### src/hw/ebc_pkg.sv
/*
  constants, field layout and carrier types of the external bus controller.
  assumes one 250 MHz clock and the plain register port of the core.
*/
package ebc_pkg;
  // ***********************************************************
  // widths and timing
  // ***********************************************************
  localparam int ADDR_W = 24;
  localparam int DATA_W = 16;
  localparam int REG_AW = 16;
  localparam int REG_DW = 8;
  localparam int WAIT_W = 2;
  localparam int CLOCK_PERIOD_NS = 4;
  localparam int WATCHDOG_NS = 4096;
  localparam int WATCHDOG_CYCLES = WATCHDOG_NS / CLOCK_PERIOD_NS;
  // ***********************************************************
  // register map and memory control layout
  // ***********************************************************
  localparam logic [REG_AW-1:0] MEM_CTRL_OFFSET = 16'h3F01;
  localparam logic [REG_AW-1:0] IRQ_STATUS_OFFSET = 16'h3F10;
  localparam logic [REG_AW-1:0] IRQ_CLEAR_OFFSET = 16'h3F11;
  localparam logic [REG_AW-1:0] IRQ_ENABLE_OFFSET = 16'h3F12;
  localparam logic [REG_DW-1:0] MEM_CTRL_RESET = 8'hCB;
  localparam int EXT_WAIT_LSB = 6;
  localparam int HANDSHAKE_BIT = 5;
  localparam int IRQ_WE_BIT = 4;
  localparam int EXT_MEM_BIT = 3;
  localparam int SPECIAL_WAIT_LSB = 0;
  localparam int IRQ_TIMEOUT = 0;
  localparam int IRQ_GRANTED = 1;
  localparam int IRQ_RETURNED = 2;
  localparam int IRQ_W = 3;
  // ***********************************************************
  // address windows
  // ***********************************************************
  localparam logic [ADDR_W-1:0] SPECIAL_BASE = 24'h00_3F00;
  localparam logic [ADDR_W-1:0] SPECIAL_LAST = 24'h00_3FFF;
  localparam logic [ADDR_W-1:0] EXP_RAM_BASE = 24'h00_2F00;
  localparam logic [ADDR_W-1:0] EXP_RAM_LAST = 24'h00_3EFF;
  localparam logic [ADDR_W-1:0] EXP_ROM_BASE = 24'h02_0000;
  localparam logic [ADDR_W-1:0] EXP_ROM_LAST = 24'h03_FFFF;
  // ***********************************************************
  // carriers
  // ***********************************************************
  typedef struct packed {
    logic req;
    logic we;
    logic [ADDR_W-1:0] addr;
    logic [DATA_W-1:0] wdata;
  } cpu_req_type;
  typedef struct packed {
    logic ready;
    logic timeout;
    logic [DATA_W-1:0] rdata;
  } cpu_rsp_type;
  typedef struct packed {
    logic sel;
    logic we;
    logic [7:0] addr;
    logic [7:0] wdata;
  } periph_type;
endpackage : ebc_pkg

### src/hw/sync_two_flop.sv
/*
  two flip-flop synchroniser for asynchronous pin levels.
  assumes the inputs are slow levels with no relation to the clock.
*/
`timescale 1ns/1ns
`default_nettype none
module sync_two_flop #(
  parameter int W = 1,
  parameter logic [W-1:0] RESET_VAL = '0
) (
  input wire logic clk_i,
  input wire logic rst_n_i,
  input wire logic [W-1:0] async_i,
  output logic [W-1:0] sync_o
);
  logic [W-1:0] meta_reg;
  always_ff @(posedge clk_i or negedge rst_n_i) begin
    if (!rst_n_i) begin
      meta_reg <= RESET_VAL;
      sync_o <= RESET_VAL;
    end else begin
      meta_reg <= async_i;
      sync_o <= meta_reg;
    end
  end
endmodule : sync_two_flop
`default_nettype wire

### src/hw/cycle_counter.sv
/*
  loadable down counter that stops at zero.
  assumes load and count enable come from logic on the same clock.
*/
`timescale 1ns/1ns
`default_nettype none
module cycle_counter #(
  parameter int W = 4
) (
  input wire logic clk_i,
  input wire logic rst_n_i,
  input wire logic load_i,
  input wire logic [W-1:0] value_i,
  input wire logic count_en_i,
  output logic expired_o
);
  logic [W-1:0] cnt_reg;
  always_ff @(posedge clk_i or negedge rst_n_i) begin
    if (!rst_n_i) begin
      cnt_reg <= '0;
    end else if (load_i) begin
      cnt_reg <= value_i;
    end else if (count_en_i && cnt_reg != '0) begin
      cnt_reg <= cnt_reg - 1'b1;
    end
  end
  assign expired_o = (cnt_reg == '0);
endmodule : cycle_counter
`default_nettype wire

### src/hw/ext_bus_ctrl.sv
/*
  external expansion bus controller: routing, wait sequencing, handshake,
  watchdog timeout and bus arbitration with an outside master.
  assumes the core holds its request until ready and that the pins are
  asynchronous to CLOCK_I.
*/
// The implementer's own choices: the plain strobed port and the address map.
`timescale 1ns/1ns
`default_nettype none
module ext_bus_ctrl #(
  parameter int WATCHDOG_LIMIT = ebc_pkg::WATCHDOG_CYCLES
) (
  input wire logic CLOCK_I,
  input wire logic RESET_N_I,
  input wire logic [ebc_pkg::REG_AW-1:0] REG_ADDR_I,
  input wire logic [ebc_pkg::REG_DW-1:0] REG_WDATA_I,
  input wire logic REG_WE_I,
  input wire logic REG_RE_I,
  output logic [ebc_pkg::REG_DW-1:0] REG_RDATA_O,
  input wire ebc_pkg::cpu_req_type CPU_REQ_I,
  output ebc_pkg::cpu_rsp_type CPU_RSP_O,
  output ebc_pkg::periph_type PERIPH_O,
  input wire logic [7:0] PERIPH_RDATA_I,
  output logic [ebc_pkg::ADDR_W-1:0] EXT_ADDR_O,
  output logic EXT_ADDR_OE_O,
  output logic [ebc_pkg::DATA_W-1:0] EXT_DATA_O,
  input wire logic [ebc_pkg::DATA_W-1:0] EXT_DATA_I,
  output logic EXT_DATA_OE_O,
  output logic RD_STROBE_N_O,
  output logic WR_STROBE_N_O,
  input wire logic ACK_N_I,
  input wire logic MASTER_REQ_N_I,
  output logic MASTER_GRANT_N_O,
  input wire logic MEMORY_MODE_PIN_I,
  output logic SYSTEM_CLOCK_O,
  output logic IRQ_CTRL_WE_O,
  output logic NMI_O,
  output logic IRQ_O
);
  import ebc_pkg::*;

  typedef enum logic [2:0] {
    ST_IDLE, ST_STROBE, ST_RECOVER, ST_RELEASE, ST_GRANTED
  } state_type;

  // ***********************************************************
  // pin synchronisers and clock enables
  // ***********************************************************
  logic ack_n_sync, req_n_sync, mode_pin_sync;
  logic osc_phase_reg, sys_phase_reg, req_sampled_n_reg;
  logic sample_en, osc_rise_en;

  sync_two_flop #(.W(3), .RESET_VAL(3'b110)) u_sync (
    .clk_i(CLOCK_I),
    .rst_n_i(RESET_N_I),
    .async_i({ACK_N_I, MASTER_REQ_N_I, MEMORY_MODE_PIN_I}),
    .sync_o({ack_n_sync, req_n_sync, mode_pin_sync})
  );

  // main oscillator at half, system clock at quarter of CLOCK_I
  always_ff @(posedge CLOCK_I or negedge RESET_N_I) begin
    if (!RESET_N_I) begin
      osc_phase_reg <= 1'b0;
      sys_phase_reg <= 1'b0;
    end else begin
      osc_phase_reg <= ~osc_phase_reg;
      if (osc_phase_reg) begin
        sys_phase_reg <= ~sys_phase_reg;
      end
    end
  end
  assign sample_en = osc_phase_reg && sys_phase_reg;
  assign osc_rise_en = ~osc_phase_reg;
  assign SYSTEM_CLOCK_O = sys_phase_reg;

  always_ff @(posedge CLOCK_I or negedge RESET_N_I) begin
    if (!RESET_N_I) begin
      req_sampled_n_reg <= 1'b1;
    end else if (sample_en) begin
      req_sampled_n_reg <= req_n_sync;
    end
  end

  // ***********************************************************
  // registers
  // ***********************************************************
  logic [REG_DW-1:0] mem_ctrl_reg;
  logic [IRQ_W-1:0] irq_status_reg, irq_enable_reg, irq_event;
  logic [WAIT_W-1:0] special_reg_wait_field, external_wait_field;
  logic handshake_sel, irq_ctrl_write_enable, external_memory_flag;
  logic proc_mode, exp_mode, wr_mem, wr_clr, wr_en;

  assign wr_mem = REG_WE_I && REG_ADDR_I == MEM_CTRL_OFFSET;
  assign wr_clr = REG_WE_I && REG_ADDR_I == IRQ_CLEAR_OFFSET;
  assign wr_en = REG_WE_I && REG_ADDR_I == IRQ_ENABLE_OFFSET;

  always_ff @(posedge CLOCK_I or negedge RESET_N_I) begin
    if (!RESET_N_I) begin
      mem_ctrl_reg <= MEM_CTRL_RESET;
    end else if (wr_mem) begin
      mem_ctrl_reg <= REG_WDATA_I;
    end
  end

  assign external_wait_field = mem_ctrl_reg[EXT_WAIT_LSB +: WAIT_W];
  assign special_reg_wait_field = mem_ctrl_reg[SPECIAL_WAIT_LSB +: WAIT_W];
  assign handshake_sel = mem_ctrl_reg[HANDSHAKE_BIT];
  assign irq_ctrl_write_enable = mem_ctrl_reg[IRQ_WE_BIT];
  assign external_memory_flag = mem_ctrl_reg[EXT_MEM_BIT];
  assign IRQ_CTRL_WE_O = irq_ctrl_write_enable;
  assign proc_mode = mode_pin_sync;
  assign exp_mode = ~mode_pin_sync && external_memory_flag;

  always_ff @(posedge CLOCK_I or negedge RESET_N_I) begin
    if (!RESET_N_I) begin
      irq_enable_reg <= '0;
    end else if (wr_en && irq_ctrl_write_enable) begin
      irq_enable_reg <= REG_WDATA_I[IRQ_W-1:0];
    end
  end

  // set wins over a clear in the same cycle
  always_ff @(posedge CLOCK_I or negedge RESET_N_I) begin
    if (!RESET_N_I) begin
      irq_status_reg <= '0;
    end else begin
      irq_status_reg <= (irq_status_reg &
        ~(wr_clr ? REG_WDATA_I[IRQ_W-1:0] : '0)) | irq_event;
    end
  end
  assign IRQ_O = |(irq_status_reg & irq_enable_reg);

  always_ff @(posedge CLOCK_I or negedge RESET_N_I) begin
    if (!RESET_N_I) begin
      REG_RDATA_O <= '0;
    end else if (REG_RE_I) begin
      case (REG_ADDR_I)
        MEM_CTRL_OFFSET: REG_RDATA_O <= mem_ctrl_reg;
        IRQ_STATUS_OFFSET: REG_RDATA_O <= REG_DW'(irq_status_reg);
        IRQ_ENABLE_OFFSET: REG_RDATA_O <= REG_DW'(irq_enable_reg);
        default: REG_RDATA_O <= '0;
      endcase
    end
  end

  // ***********************************************************
  // routing and sequencing
  // ***********************************************************
  state_type state_reg, state_next;
  logic in_special, in_exp, start, ext_cyc_reg, hs_cyc_reg, we_reg;
  logic wait_done, wdog_done, ack_seen, timeout_hit;
  logic [WAIT_W-1:0] cur_wait;
  logic [ADDR_W-1:0] addr_reg;
  logic [DATA_W-1:0] wdata_reg;

  assign in_special = CPU_REQ_I.addr >= SPECIAL_BASE &&
    CPU_REQ_I.addr <= SPECIAL_LAST;
  assign in_exp = (proc_mode || exp_mode) &&
    ((CPU_REQ_I.addr >= EXP_RAM_BASE && CPU_REQ_I.addr <= EXP_RAM_LAST) ||
     (CPU_REQ_I.addr >= EXP_ROM_BASE && CPU_REQ_I.addr <= EXP_ROM_LAST));
  assign start = state_reg == ST_IDLE && CPU_REQ_I.req &&
    req_sampled_n_reg && (in_special || in_exp);
  assign cur_wait = in_special ? special_reg_wait_field
    : external_wait_field;
  assign ack_seen = hs_cyc_reg && !ack_n_sync;
  assign timeout_hit = hs_cyc_reg && ack_n_sync && wdog_done;

  cycle_counter #(.W(WAIT_W)) u_wait (
    .clk_i(CLOCK_I),
    .rst_n_i(RESET_N_I),
    .load_i(start),
    .value_i(cur_wait),
    .count_en_i(state_reg == ST_STROBE),
    .expired_o(wait_done)
  );

  cycle_counter #(.W($clog2(WATCHDOG_LIMIT + 1))) u_wdog (
    .clk_i(CLOCK_I),
    .rst_n_i(RESET_N_I),
    .load_i(start),
    .value_i($clog2(WATCHDOG_LIMIT + 1)'(WATCHDOG_LIMIT)),
    .count_en_i(state_reg == ST_STROBE),
    .expired_o(wdog_done)
  );

  always_comb begin
    state_next = state_reg;
    case (state_reg)
      ST_IDLE: begin
        if (!req_sampled_n_reg) begin
          state_next = ST_RELEASE;
        end else if (start) begin
          state_next = ST_STROBE;
        end
      end
      ST_STROBE: begin
        if (hs_cyc_reg ? (ack_seen || timeout_hit)
            : wait_done) begin
          state_next = ST_RECOVER;
        end
      end
      ST_RECOVER: begin
        if (!hs_cyc_reg || ack_n_sync) begin
          state_next = ST_IDLE;
        end
      end
      ST_RELEASE: state_next = ST_GRANTED;
      ST_GRANTED: begin
        if (req_sampled_n_reg && osc_rise_en) begin
          state_next = ST_IDLE;
        end
      end
      default: state_next = ST_IDLE;
    endcase
  end

  always_ff @(posedge CLOCK_I or negedge RESET_N_I) begin
    if (!RESET_N_I) begin
      state_reg <= ST_IDLE;
    end else begin
      state_reg <= state_next;
    end
  end

  always_ff @(posedge CLOCK_I or negedge RESET_N_I) begin
    if (!RESET_N_I) begin
      ext_cyc_reg <= 1'b0;
      hs_cyc_reg <= 1'b0;
      we_reg <= 1'b0;
      addr_reg <= '0;
      wdata_reg <= '0;
    end else if (start) begin
      ext_cyc_reg <= !in_special;
      hs_cyc_reg <= !in_special && handshake_sel;
      we_reg <= CPU_REQ_I.we;
      addr_reg <= CPU_REQ_I.addr;
      wdata_reg <= CPU_REQ_I.wdata;
    end
  end

  // ***********************************************************
  // pins and responses
  // ***********************************************************
  logic strobing, ending;
  assign strobing = state_reg == ST_STROBE;
  assign ending = strobing && state_next == ST_RECOVER;

  always_ff @(posedge CLOCK_I or negedge RESET_N_I) begin
    if (!RESET_N_I) begin
      RD_STROBE_N_O <= 1'b1;
      WR_STROBE_N_O <= 1'b1;
      EXT_DATA_OE_O <= 1'b0;
      PERIPH_O <= '0;
    end else begin
      RD_STROBE_N_O <= !(state_next == ST_STROBE &&
        (start ? !in_special && !CPU_REQ_I.we : ext_cyc_reg && !we_reg));
      WR_STROBE_N_O <= !(state_next == ST_STROBE &&
        (start ? !in_special && CPU_REQ_I.we : ext_cyc_reg && we_reg));
      EXT_DATA_OE_O <= state_next == ST_STROBE &&
        (start ? !in_special && CPU_REQ_I.we : ext_cyc_reg && we_reg);
      PERIPH_O.sel <= state_next == ST_STROBE &&
        (start ? in_special : !ext_cyc_reg);
      PERIPH_O.we <= start ? CPU_REQ_I.we : PERIPH_O.we;
      PERIPH_O.addr <= start ? CPU_REQ_I.addr[7:0] : PERIPH_O.addr;
      PERIPH_O.wdata <= start ? CPU_REQ_I.wdata[7:0] : PERIPH_O.wdata;
    end
  end

  assign EXT_ADDR_O = addr_reg;
  assign EXT_DATA_O = wdata_reg;
  assign EXT_ADDR_OE_O = !(state_reg == ST_RELEASE ||
    state_reg == ST_GRANTED);

  always_ff @(posedge CLOCK_I or negedge RESET_N_I) begin
    if (!RESET_N_I) begin
      MASTER_GRANT_N_O <= 1'b1;
    end else begin
      MASTER_GRANT_N_O <= !(state_next == ST_GRANTED);
    end
  end

  always_ff @(posedge CLOCK_I or negedge RESET_N_I) begin
    if (!RESET_N_I) begin
      CPU_RSP_O <= '0;
      NMI_O <= 1'b0;
    end else begin
      CPU_RSP_O.ready <= ending;
      CPU_RSP_O.timeout <= ending && timeout_hit;
      NMI_O <= ending && timeout_hit;
      if (ending && !we_reg) begin
        CPU_RSP_O.rdata <= ext_cyc_reg ? EXT_DATA_I
          : DATA_W'(PERIPH_RDATA_I);
      end
    end
  end

  assign irq_event[IRQ_TIMEOUT] = ending && timeout_hit;
  assign irq_event[IRQ_GRANTED] = state_reg == ST_RELEASE;
  assign irq_event[IRQ_RETURNED] = state_reg == ST_GRANTED &&
    state_next == ST_IDLE;

  // ***********************************************************
  // checks
  // ***********************************************************
  logic [3:0] strobe_len_reg;
  logic [WAIT_W-1:0] wait_taken_reg;
  always_ff @(posedge CLOCK_I or negedge RESET_N_I) begin
    if (!RESET_N_I) begin
      strobe_len_reg <= '0;
      wait_taken_reg <= '0;
    end else begin
      strobe_len_reg <= strobing ? strobe_len_reg + 1'b1 : '0;
      if (start) begin
        wait_taken_reg <= cur_wait;
      end
    end
  end

  property p_fixed_len;
    @(posedge CLOCK_I) disable iff (!RESET_N_I)
    ending && !hs_cyc_reg |-> strobe_len_reg == 4'(wait_taken_reg);
  endproperty
  a_fixed_len: assert property (p_fixed_len)
    else $error("fixed cycle length differs from wait count");

  property p_reset_wait;
    @(posedge CLOCK_I) $rose(RESET_N_I) |->
      external_wait_field == 2'h3 && special_reg_wait_field == 2'h3 &&
      !handshake_sel;
  endproperty
  a_reset_wait: assert property (p_reset_wait)
    else $error("reset does not select fixed three-wait sequencing");

  property p_special;
    @(posedge CLOCK_I) disable iff (!RESET_N_I)
    start && in_special |=> wait_taken_reg == $past(special_reg_wait_field)
      && PERIPH_O.sel && RD_STROBE_N_O && WR_STROBE_N_O;
  endproperty
  a_special: assert property (p_special)
    else $error("special window cycle used wrong wait or bus");

  property p_hs_start;
    @(posedge CLOCK_I) disable iff (!RESET_N_I)
    start && !in_special && !CPU_REQ_I.we |=> !RD_STROBE_N_O &&
      WR_STROBE_N_O;
  endproperty
  a_hs_start: assert property (p_hs_start)
    else $error("read cycle did not drive read strobe low");

  property p_ack_end;
    @(posedge CLOCK_I) disable iff (!RESET_N_I)
    strobing && ack_seen |=> RD_STROBE_N_O && WR_STROBE_N_O &&
      CPU_RSP_O.ready;
  endproperty
  a_ack_end: assert property (p_ack_end)
    else $error("acknowledge did not end the handshake cycle");

  property p_ignore_ack;
    @(posedge CLOCK_I) disable iff (!RESET_N_I)
    strobing && !hs_cyc_reg && !wait_done |=> state_reg == ST_STROBE;
  endproperty
  a_ignore_ack: assert property (p_ignore_ack)
    else $error("fixed cycle ended before its wait count");

  property p_nmi;
    @(posedge CLOCK_I) disable iff (!RESET_N_I)
    $rose(NMI_O) |-> $past(hs_cyc_reg) && $past(ack_n_sync) &&
      CPU_RSP_O.timeout ##1 !NMI_O;
  endproperty
  a_nmi: assert property (p_nmi)
    else $error("timeout interrupt without a missing acknowledge");

  property p_float_grant;
    @(posedge CLOCK_I) disable iff (!RESET_N_I)
    $fell(MASTER_GRANT_N_O) |-> !EXT_ADDR_OE_O && !EXT_DATA_OE_O &&
      $past(state_reg) == ST_RELEASE;
  endproperty
  a_float_grant: assert property (p_float_grant)
    else $error("grant given before the bus was floated");

  property p_return;
    @(posedge CLOCK_I) disable iff (!RESET_N_I)
    state_reg == ST_GRANTED && req_sampled_n_reg ##0 osc_rise_en |=>
      MASTER_GRANT_N_O ##1 EXT_ADDR_OE_O;
  endproperty
  a_return: assert property (p_return)
    else $error("grant not returned at oscillator rise");
endmodule : ext_bus_ctrl
`default_nettype wire

### config.mk
export PLATFORM = sky130hd
export DESIGN_NAME = ext_bus_ctrl
export DESIGN_NICKNAME = d
export VERILOG_FILES = /design/src/hw/ebc_pkg.sv /design/src/hw/sync_two_flop.sv /design/src/hw/cycle_counter.sv /design/src/hw/ext_bus_ctrl.sv
export SDC_FILE = /design/constraint.sdc
export NUM_CORES = 1
export LEC_CHECK = 0
export BUFFER_PORTS_ARGS = -buffer_cell sky130_fd_sc_hd__buf_2
export CAP_MARGIN = 20
export CORE_MARGIN = 4
export CORE_UTILIZATION = 45
export DETAILED_ROUTE_END_ITERATION = 7
export GPL_ROUTABILITY_DRIVEN = 0
export PLACE_DENSITY = 0.83
export SLEW_MARGIN = 20
export SYNTH_ARGS = -nofsm -noshare
export SYNTH_HDL_FRONTEND = slang
export SYNTH_HIERARCHICAL = 1
export SYNTH_SLANG_ARGS = --single-unit
### constraint.sdc
create_clock -name CLOCK_I -period 2.41 [get_ports CLOCK_I]
set_clock_uncertainty 0.2 [all_clocks]
set_input_delay 0.482 -clock CLOCK_I [delete_from_list [all_inputs] [get_ports CLOCK_I]]
set_output_delay 0.482 -clock CLOCK_I [all_outputs]
set_load 0.01 [all_outputs]
==> flow_summary.json <==
{
  "drt_pass1_iterations": 4,
  "worst_pin_slew_ns": 0.836,
  "drive_gt1_share_pct": 54.0,
  "r2r_slack_ns": 0.01,
  "rows": 39,
  "clk_pin_slew_ns": 0.06,
  "nets": 736,
  "power_density_nw_per_um2": 906,
  "largest_reg_flops": 24,
  "met3_usage_pct": 6.74,
  "cts_tree": "yes",
  "path_class": "reg -> reg",
  "die_width_um": 116,
  "grt_pass1_wl_um": 21100,
  "drt-total-wl_um": 13600,
  "hpwl_um": 9530,
  "drtIter0Drc": 241,
  "antenna_found_initial": 0,
  "slew_viol_final": 0,
  "core_area_um2": 11400,
  "synth.distinct_cells": 67,
  "numCtsBuffers": 17,
  "initial_core_util_pct": 45.9,
  "clk_path_buf_depth": 2,
  "routedWlPerCell_um": 17.2,
  "rsz0062_at_grt": "yes",
  "viasPerCell": 5.26,
  "async_flop_share_pct": 100,
  "synth_area_um2": 5220,
  "port_buffers": 189,
  "fin_crit_sh_pct": 99.4,
  "period_minus_slack_ns": 2.40,
  "cts.sinks": 113,
  "crit_arrival_ns": 2.51,
  "pwr-share-seq_pct": 35.3,
  "startpoint_type": "flip-flop",
  "final_common_cell": "buf_2",
  "vias": 4168,
  "grt_max_degree": 114,
  "syn_avg_cell_area_um2": 12.4,
  "use_met1_pct": 23.1,
  "irDropWorstVdd_mv": 0.762,
  "die_h_um": 116,
  "syn_inst": 420,
  "htree_levels": 4,
  "ant_nets": 0,
  "drc_errors": 0,
  "antenna_cells": 0,
  "required_ns": 2.52,
  "hold_viol": 0,
  "status": "completed",
  "syn_to_final_growth_pct": 39.5,
  "busiest_layer": "met2",
  "synth-edff-count": 0,
  "path_max_fanout": 8,
  "cap_violations": 0,
  "design_area_um2": 7280,
  "ys_seq_area_share_pct": 54.5,
  "slew_headroom_pct": 44.3,
  "p_switching_uw": 1750,
  "total_power_uw": 6590,
  "root_buffer": "clkbuf_16",
  "power_frac_clock_pct": 43.8,
  "final_cell_mix": "buf_2, dfrtp_1, mux2_4, mux2_2, inv_1",
  "sw_frac_of_total_pct": 26.6,
  "max_freq_mhz": 418,
  "synth_ff_type": "dfrtp_1",
  "hold_class": "in -> reg",
  "p_int_uw": 4840,
  "ys_seq_elements": 113,
  "die_area_um2": 13400,
  "end_kind": "flip-flop",
  "yosys_warnings": 6,
  "grt_pass1_vias": 4204,
  "io_pins": 190,
  "grt_util_all_layers_pct": 20.2,
  "power_leakage_uw": 0.00381,
  "clkLatencyLatePin_ns": 0.40,
  "pwr-share-comb_pct": 20.8,
  "use_met2_pct": 36.1,
  "grt-ovfl-total": 0,
  "place_area_um2": 6390,
  "setup_viol": 0
}
-- worst max-delay path, cell delays in order, from the launching register on --
cell and delay [ns]:
dfrtp_1 0.40, inv_1 0.07, ha_2 0.19, nor4b_4 0.24, and3_4 0.24, and3b_2 0.24
nor4_4 0.22, buf_6 0.17, buf_12 0.13, nand3_1 0.07, o21ai_1 0.14
-- stage by stage --
| step | setup TNS (ns) | hold slack (ns) | cells | utilization (%) | worst slack (ns) |
|---|---|---|---|---|---|
| CTS | 0 | 0.0909 | 790 | 62.7 | 0.00282 |
| detailed placement | -2.75 | 0.146 | 754 | 56.2 | -0.0905 |
| finish | 0 | 0.103 | 793 | 64.0 | 0.0150 |
| global placement | -0.617 | 0.144 | 754 | 56.2 | -0.0262 |
| floorplan | 0 | -0.0136 | 429 | - | 0.00788 |
| global route | -0.481 | 0.0851 | 793 | 64.0 | -0.0912 |
-- kinds of logic (layout without fill, tap and decap cells) --
logic type               after synthesis  in the layout  synth area share [%]
XOR/XNOR                               6              6                  1.01
flip-flops                           113            113                  54.5
other                                  2             11                 0.144
adder cells (fa/ha/maj)                2              2                 0.479
multiplexers                          62             62                  15.3
AO/OA/AOI/OAI                         70             70                  9.76
AND/OR/NAND/NOR                      110            110                  12.4
buffers and inverters                 55            276                  6.43
-- area by class of cell --
| class | instances | area (um^2) |
|---|---|---|
| sequential | 113 | 2840 |
| clock inverter | 9 | 200 |
| timing repair buffer | 220 | 1280 |
| tap | 143 | 179 |
| multi-input combinational | 261 | 2190 |
| clock buffer | 23 | 488 |
| inverter | 24 | 92.6 |
| fill | 828 | 4090 |
-- power groups by stage --
stage          clock network (uW)  registers, uW  logic, uW
6_report                     2890           2330       1370
5_1_grt                      3030           2360       1510
4_1_cts                      2930           2310       1150
3_5_place_dp                    0           2330       1130
3_3_place_gp                    0           2320       1090
2_1_floorplan                   0           2400        509
-- routing by layer --
metal / vias up / wire, um
li1: 1932 / -
met1: 2061 / 5300
met2: 158 / 7140
met3: 17 / 1040
met4: 0 / 136
met5: - / 0
-- final timing paths --
kind | from | end | depth (start not counted)
worst min register to register | u_sync/meta_reg[1] | u_sync/sync_o[1] | 0
worst min-delay path | CPU_REQ_I[22] | EXT_ADDR_O[6] | 2
worst max register to register | u_wdog/cnt_reg[0] | CPU_RSP_O[14] | 10
max in group asynchronous | RESET_N_I | u_sync/meta_reg[2] | 3
min in group asynchronous | RESET_N_I | EXT_ADDR_O[9] | 3
worst max-delay path | u_wdog/cnt_reg[0] | CPU_RSP_O[14] | 10
-- Yosys cell counts, types with 2 or more instances --
cell type,count,share of area [%]
nor2b_1,5,0.60
a21boi_0,2,0.29
conb_1,2,0.14
buf_12,3,1.2
o21ai_1,3,0.29
and2_1,7,0.84
a211oi_1,2,0.29
nor3b_1,3,0.43
mux2_4,29,8.3
or3_1,3,0.36
a311oi_1,2,0.34
buf_4,18,2.6
a21o_1,4,0.58
o21ai_0,16,1.5
nand2_1,19,1.4
clkbuf_1,5,0.36
a221o_1,3,0.58
xor2_1,2,0.34
nand3_1,14,1.3
inv_1,24,1.7
dfstp_2,13,6.5
nand4_1,8,0.96
mux2_2,25,5.4
xnor2_1,4,0.67
dfrtp_1,100,48
a22o_1,6,1.0
o31a_1,2,0.34
mux2i_1,8,1.5
a21oi_1,14,1.3
or4b_1,3,0.58
a31oi_1,3,0.36
buf_2,4,0.38
nor2_1,21,1.5
nor3_1,7,0.67
nor4_1,2,0.24
ha_1,2,0.48
a2111oi_2,2,0.58
-- what timing repair did --
action                                 CTS  global route
setup buffers                            0             1
setup endpoints to repair                3            21
endpoints found under the hold margin   88             0
pin swaps                                0             1
resized for setup                        3            34
gates cloned                             0             2
hold buffers                             4             0
(Power assumes the default switching activity.)
